$ cat src/asm_defines.svh
`ifndef ASM_DEFINES_SVH
`define ASM_DEFINES_SVH

// register offsets on the configuration port
`define ASM_ADDR_W            10
`define ASM_DATA_W            8
`define ASM_OFS_SUMMARY       10'h2C0
`define ASM_OFS_STATUS        10'h2C1
`define ASM_OFS_MASK          10'h2C2
`define ASM_OFS_LANE          10'h2C4
`define ASM_OFS_PIN_SEL       10'h2C6

// reset values
`define ASM_RST_STATUS        8'h3F
`define ASM_RST_MASK          8'h3F
`define ASM_RST_LANE          8'hFF
`define ASM_RST_PIN_SEL       1'h0

// field positions in the status and mask registers
`define ASM_BIT_FIFO          5
`define ASM_BIT_PLL           4
`define ASM_BIT_LINK          3
`define ASM_BIT_REALIGN       2
`define ASM_BIT_RSVD          1
`define ASM_BIT_CLK           0
`define ASM_STATUS_STORED     8'h3F
`define ASM_ALARM_SOURCES     8'h3D

`define ASM_NUM_LANES         8

`endif

$ cat src/asm_pkg.sv
`include "asm_defines.svh"

package asm_pkg;

    typedef logic [`ASM_ADDR_W-1:0] asm_addr_t;
    typedef logic [`ASM_DATA_W-1:0] asm_data_t;

    // one configuration-port access
    typedef struct packed {
        asm_addr_t addr;
        asm_data_t wdata;
        logic      wr;
        logic      rd;
    } asm_req_s;

    // fault conditions reported by the converter and link logic
    typedef struct packed {
        logic [`ASM_NUM_LANES-1:0] lane_fifo_err;
        logic [`ASM_NUM_LANES-1:0] lane_active;
        logic                      serializer_pll_locked;
        logic                      link_enable;
        logic                      link_mode_64b66b;
        logic                      data_phase_state;
        logic                      link_startup;
        logic                      link_realign;
        logic                      sysref_realign;
        logic                      divider_mismatch;
    } asm_events_s;

endpackage : asm_pkg

$ cat src/asm_alarm_unit.sv
// Our own choice: the plain strobed port.
`timescale 1ns/1ps

module asm_alarm_unit
    import asm_pkg::*;
(
    input  wire logic        clk_sys,
    input  wire logic        rst,
    input  wire logic        soft_reset,
    input  wire asm_req_s    req,
    output logic [7:0]       rdata,
    input  wire asm_events_s evt,
    input  wire logic        cal_status_in,
    output logic             alarm_irq,
    output logic             calibration_status_pin
);

    // ------------------------------------------------------------------
    // register file state
    // ------------------------------------------------------------------
    asm_data_t                 status_q;
    asm_data_t                 status_d;
    asm_data_t                 mask_q;
    asm_data_t                 mask_d;
    logic [`ASM_NUM_LANES-1:0] lane_q;
    logic [`ASM_NUM_LANES-1:0] lane_d;
    logic                      pin_sel_q;
    logic                      pin_sel_d;
    asm_data_t                 rdata_q;
    asm_data_t                 rdata_d;

    logic                      wr_status;
    logic                      wr_mask;
    logic                      wr_lane;
    logic                      wr_pin_sel;
    logic [`ASM_NUM_LANES-1:0] lane_hit;
    logic [`ASM_NUM_LANES-1:0] lane_rst;
    logic                      fifo_set;
    logic                      pll_set;
    logic                      link_set;
    logic                      realign_set;
    logic                      clk_set;
    asm_data_t                 set_vec;
    logic                      summary;

    assign wr_status  = req.wr && (req.addr == `ASM_OFS_STATUS);
    assign wr_mask    = req.wr && (req.addr == `ASM_OFS_MASK);
    assign wr_lane    = req.wr && (req.addr == `ASM_OFS_LANE);
    assign wr_pin_sel = req.wr && (req.addr == `ASM_OFS_PIN_SEL);
    assign lane_rst   = `ASM_RST_LANE;

    // ------------------------------------------------------------------
    // fault detection
    // ------------------------------------------------------------------
    assign lane_hit    = evt.lane_fifo_err & evt.lane_active;
    assign fifo_set    = |lane_hit;
    assign pll_set     = !evt.serializer_pll_locked;

    // link flag follows the enable; with it low the flag is left alone
    always_comb begin
        link_set = 1'b0;
        if (evt.link_enable) begin
            if (!evt.link_mode_64b66b) begin
                link_set = !evt.data_phase_state;
            end else begin
                link_set = evt.link_startup || evt.link_realign;
            end
        end
    end

    assign realign_set = evt.sysref_realign;
    assign clk_set     = evt.divider_mismatch;

    always_comb begin
        set_vec                   = 8'h00;
        set_vec[`ASM_BIT_FIFO]    = fifo_set;
        set_vec[`ASM_BIT_PLL]     = pll_set;
        set_vec[`ASM_BIT_LINK]    = link_set;
        set_vec[`ASM_BIT_REALIGN] = realign_set;
        set_vec[`ASM_BIT_CLK]     = clk_set;
    end

    // ------------------------------------------------------------------
    // status and mask registers
    // ------------------------------------------------------------------
    always_comb begin
        status_d  = status_q;
        mask_d    = mask_q;
        pin_sel_d = pin_sel_q;
        if (soft_reset) begin
            status_d  = `ASM_RST_STATUS;
            mask_d    = `ASM_RST_MASK;
            pin_sel_d = `ASM_RST_PIN_SEL;
        end else begin
            if (wr_status) begin
                status_d = status_q & ~req.wdata;
            end
            // set beats a simultaneous clear
            status_d = (status_d | set_vec) & `ASM_STATUS_STORED;
            if (wr_mask) begin
                mask_d = req.wdata;
            end
            if (wr_pin_sel) begin
                pin_sel_d = req.wdata[0];
            end
        end
    end

    always_ff @(posedge clk_sys or posedge rst) begin
        if (rst) begin
            status_q  <= `ASM_RST_STATUS;
            mask_q    <= `ASM_RST_MASK;
            pin_sel_q <= `ASM_RST_PIN_SEL;
        end else begin
            status_q  <= status_d;
            mask_q    <= mask_d;
            pin_sel_q <= pin_sel_d;
        end
    end

    // ------------------------------------------------------------------
    // per-lane FIFO flags
    // ------------------------------------------------------------------
    genvar gi;
    generate
        for (gi = 0; gi < `ASM_NUM_LANES; gi = gi + 1) begin : g_lane
            always_comb begin
                lane_d[gi] = lane_q[gi];
                if (soft_reset) begin
                    lane_d[gi] = lane_rst[gi];
                end else begin
                    if (wr_lane && req.wdata[gi]) begin
                        lane_d[gi] = 1'b0;
                    end
                    if (wr_status && req.wdata[`ASM_BIT_FIFO]) begin
                        lane_d[gi] = 1'b0;
                    end
                    if (lane_hit[gi]) begin
                        lane_d[gi] = 1'b1;
                    end
                end
            end
        end
    endgenerate

    always_ff @(posedge clk_sys or posedge rst) begin
        if (rst) begin
            lane_q <= `ASM_RST_LANE;
        end else begin
            lane_q <= lane_d;
        end
    end

    // ------------------------------------------------------------------
    // summary alarm and interrupt pin
    // ------------------------------------------------------------------
    assign summary = |(status_q & ~mask_q & `ASM_ALARM_SOURCES);
    assign alarm_irq = summary;
    assign calibration_status_pin = pin_sel_q ? summary
                                              : cal_status_in;

    // ------------------------------------------------------------------
    // read port, data one cycle after the strobe
    // ------------------------------------------------------------------
    always_comb begin
        rdata_d = 8'h00;
        if (req.rd) begin
            case (req.addr)
                `ASM_OFS_SUMMARY: rdata_d = {7'h00, summary};
                `ASM_OFS_STATUS:  rdata_d = status_q;
                `ASM_OFS_MASK:    rdata_d = mask_q;
                `ASM_OFS_LANE:    rdata_d = lane_q;
                `ASM_OFS_PIN_SEL: rdata_d = {7'h00, pin_sel_q};
                default:          rdata_d = 8'h00;
            endcase
        end
    end

    always_ff @(posedge clk_sys or posedge rst) begin
        if (rst) begin
            rdata_q <= 8'h00;
        end else begin
            rdata_q <= rdata_d;
        end
    end

    assign rdata = rdata_q;
endmodule : asm_alarm_unit

$ cat config.mk
export PLATFORM = sky130hd
export DESIGN_NAME = asm_alarm_unit
export DESIGN_NICKNAME = d
export VERILOG_FILES = /design/src/asm_pkg.sv /design/src/asm_alarm_unit.sv
export VERILOG_INCLUDE_DIRS = /design/src
export SDC_FILE = /design/constraint.sdc
export NUM_CORES = 1
export LEC_CHECK = 0
export ABC_AREA = 1
export BUFFER_PORTS_ARGS = -buffer_cell sky130_fd_sc_hd__buf_2
export CAP_MARGIN = 40
export CORE_ASPECT_RATIO = 1.4
export CORE_MARGIN = 2
export CORE_UTILIZATION = 33
export CTS_BUF_LIST = sky130_fd_sc_hd__clkbuf_16
export CTS_CLUSTER_DIAMETER = 80
export DETAILED_ROUTE_END_ITERATION = 16
export PLACE_DENSITY = 0.64
export SLEW_MARGIN = 10
export SYNTH_ARGS = -nofsm -noshare
export SYNTH_HDL_FRONTEND = slang
export SYNTH_SLANG_ARGS = --single-unit
$ cat constraint.sdc
create_clock -name clk_sys -period 2.58 [get_ports clk_sys]
set_clock_uncertainty 0.2 [all_clocks]
set_input_delay 0.516 -clock clk_sys [delete_from_list [all_inputs] [get_ports clk_sys]]
set_output_delay 0.516 -clock clk_sys [all_outputs]
set_load 0.01 [all_outputs]
-- After elaboration in Yosys (flattened, before gate mapping)
Index checks and enable logic that the tools add are counted.
- eq/ne operators: 5
- muxes and demuxes: 44
- bitwise operators: 6
- reductions and logical operators: 28
- operators by type and width (operator ; count):
    $eq A10 B10 Y1 const B ; 5
    $pmux W8 S5 ; 1
    $mux W1 ; 37
    $reduce_bool A4 Y1 ; 8
    $mux W8 ; 3
    $mux W6 ; 3
    $logic_and A1 B1 Y1 ; 13
    $and A6 B6 Y6 ; 2
    $not A6 Y6 ; 2
    $and A8 B8 Y8 ; 1
    $reduce_or A8 Y1 ; 1
    $or A6 B6 Y6 ; 1
    $reduce_or A5 Y1 ; 1
    $reduce_bool A2 Y1 ; 2
    $logic_not A1 Y1 ; 2
    $logic_or A1 B1 Y1 ; 1
- bits in registers: 31
- bits of input ports: 48
- output and inout bits: 10

-- Longest topological paths before layout
- word-level depth: 7
- mapped depth: 10
- mapped depth without buffers: 10

-- Least setup slack after synthesis
No wires, ideal clock.
- path type: in2reg
- from: input port req[17] (netlist name)
- to: register status_q[5]
- arrival: 1326 ps
- data required time: 2296 ps
- setup slack: 969 ps
- cell stages on the path: 7
- path buffers: 0
- cells stage by stage: nand2_1 nor2_4 nand2_2 nor3_4 nand2_4 nand2_1 nand3_1
- longest elaborated chain between the ends: 6
- RTL lines (element ; RTL line ; text):
    start, declared ; asm_alarm_unit.sv:10 ; input wire asm_req_s req,
    $eq A10 B10 Y1 ; - ;
    $logic_and A1 B1 Y1 ; asm_alarm_unit.sv:46 ; assign wr_status = req.wr && (req.addr == `ASM_OFS_STATUS);
    $mux W6 ; asm_alarm_unit.sv:95 ; if (wr_status) begin
    $mux W6 ; asm_alarm_unit.sv:90 ; if (soft_reset) begin
    $or A6 B6 Y6 ; asm_alarm_unit.sv:99 ; status_d = (status_d | set_vec) & `ASM_STATUS_STORED;
    $mux W6 ; asm_alarm_unit.sv:90 ;
    named net status_d[5] ; asm_alarm_unit.sv:22 ; asm_data_t status_d;
    end signal, assigned ; asm_alarm_unit.sv:111 ; status_q <= `ASM_RST_STATUS;
    end signal, assigned ; asm_alarm_unit.sv:115 ; status_q <= status_d;
    end, declared ; asm_alarm_unit.sv:21 ; asm_data_t status_q;
The timed path passes the listed nets, and every way through them passes these cells. The select of a mux whose other input is x is not followed.
A chain may end at the register's enable or synchronous reset.

-- Final worst setup path
- from: register mask_q[4]
- to: output port alarm_irq
- longest elaborated chain between the ends: 3
- RTL lines (element ; RTL line ; text):
    start, declared ; asm_alarm_unit.sv:23 ; asm_data_t mask_q;
    start signal, assigned ; asm_alarm_unit.sv:112 ; mask_q <= `ASM_RST_MASK;
    start signal, assigned ; asm_alarm_unit.sv:116 ; mask_q <= mask_d;
    $not A6 Y6 ; asm_alarm_unit.sv:157 ; assign summary = |(status_q & ~mask_q & `ASM_ALARM_SOURCES);
    $and A6 B6 Y6 ; asm_alarm_unit.sv:157 ;
    $reduce_or A5 Y1 ; asm_alarm_unit.sv:157 ;
    end, declared ; asm_alarm_unit.sv:14 ; output logic alarm_irq,
Every way passes these cells.

==> run metrics <==
Resize count post-CTS=0; total of endpoints with negative setup slack in the final report=0; share of the synthesized area in the top cell type=0.3059; Clk Latency, worst-skew pair=0.27 ns; ratio of cells with drive above 1 in the final layout=0.3378; adder-cell share of the synthesized area=0; proportion of register bits with asynchronous set or reset after synthesis=1.000; final cell utilization of the core=0.4383; drc violations=0; number of CTS-inserted buffers=5; final slew viol count=0; number of rows created at floorplan=31; leakage power=about 1.2 nW; Root Buffer Master=sky130_fd_sc_hd__clkbuf_16; Area growth syn-to-layout=29.64%; worst reg-to-reg setup slack=1.03 ns; arrival time at the worst endpoint=1.37 ns; Area after DPL=2090 um2; Post-Syn Instances=231; number of vias per cell=approximately 4.5; initial core utilization=0.3381; mean post-synth cell area=7.437 um2; class of the tightest hold or removal check=in2async; total number of vias=1628; number of synthesized flops with an enable pin=0; Clock Pin Slew Worst Setup and Hold Paths=0.05 ns; number of nets in the final layout=around 340; IO Count=58; hold bufs inserted after CTS=0; die area=about 5800 um2; startpoint of the lowest-slack register-to-register path=mask_q[4]$_DFFE_PP1P_; antenna violations before repair=0; tightest slew margin relative to the limit=0.7488; cell count after placement=354; gpl congestion=0.8214; synthesis-stage register bit count=31; outcome=completed; Syn Nets=279; non-filler instance count after layout=362; multiplexer share of the synthesized area=0; commonest register cell after synthesis=sky130_fd_sc_hd__dfstp_2; shortest clock period the worst path allows after layout=2.089 ns; post-route clock period utilization=0.8097; CP max FO=3; accumulated negative setup slack=0 ns; count of yosys warnings during synthesis=0; main combinational cell family by area after synthesis=simple AND/OR/NAND/NOR gates; Yosys cell types=20; start-to-end type of the worst setup path=reg2out; WL final=between 4000 and 5000 um; number of failing hold endpoints at the final stage=0; number of post-CTS setup repair buffers=0; Pwr per Cell Area=509.5 nW/um2; Synth Area in XOR/XNOR=0; Worst Path Required=1.86 ns; end of the worst register-to-register path=rdata[0]$_DFF_PP0_; transition time of the tightest slew-check pin=between 0.3 and 0.4 ns; first-iteration detailed-routing DRC count=93; reported max-cap violation count=0; Total Routing Usage GR=0.1547; critical path capture point type=primary output; number of global-route vias before repair=~1.6k; HPWL reported at the end of detailed placement=3460 um; cell depth of the worst flop-to-flop path=9; summed area of non-filler cells in the final layout=2227 um2; clock tree from TritonCTS=built; maximum number of pins on one net before global-route repair=32; most common library cell in the layout ignoring fill and taps=sky130_fd_sc_hd__nand2_1; Compound-Gate Fraction of Synth Area=0.07502; detailed-router iteration count before antenna repair=4; Post-DRT Antenna Nets=0; global-route wire length before repair=6900 um; Post-Synth Simple-Gate Area=0.3889; height of the chip=89.37 um; top cells by area in the synthesized netlist=sky130_fd_sc_hd__dfstp_2 (31%), sky130_fd_sc_hd__nand2_1 (17%), sky130_fd_sc_hd__dfrtp_1 (16%); cell accounting for the most synthesized area=sky130_fd_sc_hd__dfstp_2; number of buffers inserted by port buffering=57; setup repair after global routing missed its margin=no; critical path launch point type=flop; leading cell types in the layout, fill and taps excluded=sky130_fd_sc_hd__nand2_1 (80), sky130_fd_sc_hd__buf_2 (57), sky130_fd_sc_hd__inv_1 (30), sky130_fd_sc_hd__nand3_1 (27), sky130_fd_sc_hd__nor2_1 (21); antenna cells=0; horizontal extent of the die=64.98 um; Synth Cell Area=1718 um2; residual overflow from global routing=0; worst vdd rail ir drop=~0.33 mV; maximum clock insertion buffer count=2; tightest hold margin=0.1081 ns; routed wirelength normalized by instance count=11.44 um; core footprint=5081 um2; clock tree sinks=31; total number of H-tree levels=2; fmax=around 0.48 GHz; Seq/Total Area, Yosys=0.4661
sequential cells by signal, indices dropped and copies added (netlist names):
register and cells:
status_q 6, rdata 8, mask_q 8, lane_q 8, pin_sel_q 1
cell families after synthesis:
family,count (synthesis)
AOI/OAI and AO/OA,24
buffers and inverters,32
and+or+nand+nor,144
DFF,31
power by group:
| group | internal, mW | switching [mW] | leakage [nW] |
|---|---|---|---|
| clock network | 0.347 | 0.192 | 0.0762 |
| logic | 0.0403 | 0.0623 | 0.799 |
| registers | 0.491 | 0.00203 | 0.362 |
| total | 0.879 | 0.256 | 1.24 |
through the flow:
stage,setup slack (ns),total power [mW]
floorplan,0.9691,0.5462
global placement,0.6707,0.6037
detailed placement,0.6758,0.6042
CTS,0.4767,1.148
global route,0.4058,1.183
finish,0.4910,1.135
worst max path at each step:
| stage | slack (ns) | to | cells past startpoint | startpoint |
|---|---|---|---|---|
| 3_5_place_dp | 0.68 | lane_q[7]$_DFFE_PP1P_ | 9 | req[14] |
| 6_report | 0.49 | alarm_irq | 6 | mask_q[4]$_DFFE_PP1P_ |
| 3_3_place_gp | 0.67 | status_q[5]$_DFF_PP1_ | 9 | req[14] |
| 5_1_grt | 0.41 | alarm_irq | 6 | mask_q[4]$_DFFE_PP1P_ |
| 2_1_floorplan | 0.97 | status_q[5]$_DFF_PP1_ | 7 | req[17] |
| 4_1_cts | 0.48 | alarm_irq | 6 | mask_q[4]$_DFFE_PP1P_ |
area by class of cell:
type | instances | area [um2]
Sequential cell | 31 | 800.8
Tap cell | 66 | 82.58
Fill cell | 543 | 2854
Timing Repair Buffer | 58 | 292.8
Clock inverter | 3 | 12.51
Inverter | 31 | 116.4
Multi-Input combinational cell | 168 | 797.0
Clock buffer | 5 | 125.1
worst max-delay path, cell delays in order, from the launching register on:
cell                      delay (ns)
sky130_fd_sc_hd__dfstp_2        0.52
sky130_fd_sc_hd__inv_1          0.06
sky130_fd_sc_hd__nand2_1        0.07
sky130_fd_sc_hd__nand2_1        0.06
sky130_fd_sc_hd__nor2_1         0.15
sky130_fd_sc_hd__nand2_1        0.10
sky130_fd_sc_hd__buf_2          0.15
per-layer routing:
metal / vias to the layer above / track usage / wire (um)
met5: - / 0 / 0
met4: 0 / 0.06383 / 81
met3: 9 / 0.03401 / 242
met2: 46 / 0.3008 / 2261
met1: 715 / 0.1581 / 1555
li1: 858 / - / -
synthesized netlist by cell type, types with 2 or more instances:
cell and n:
sky130_fd_sc_hd__o21ai_0 2, sky130_fd_sc_hd__o211ai_1 3, sky130_fd_sc_hd__a21oi_1 17, sky130_fd_sc_hd__nand2_1 80, sky130_fd_sc_hd__dfrtp_1 11, sky130_fd_sc_hd__nand3_1 27, sky130_fd_sc_hd__inv_1 28, sky130_fd_sc_hd__inv_2 3
sky130_fd_sc_hd__nor2_1 21, sky130_fd_sc_hd__dfstp_2 20, sky130_fd_sc_hd__nand2_2 3, sky130_fd_sc_hd__nand4_1 2, sky130_fd_sc_hd__nor3_4 2, sky130_fd_sc_hd__nor2_4 6
No activity file was read; power rests on OpenSTA's default activity.
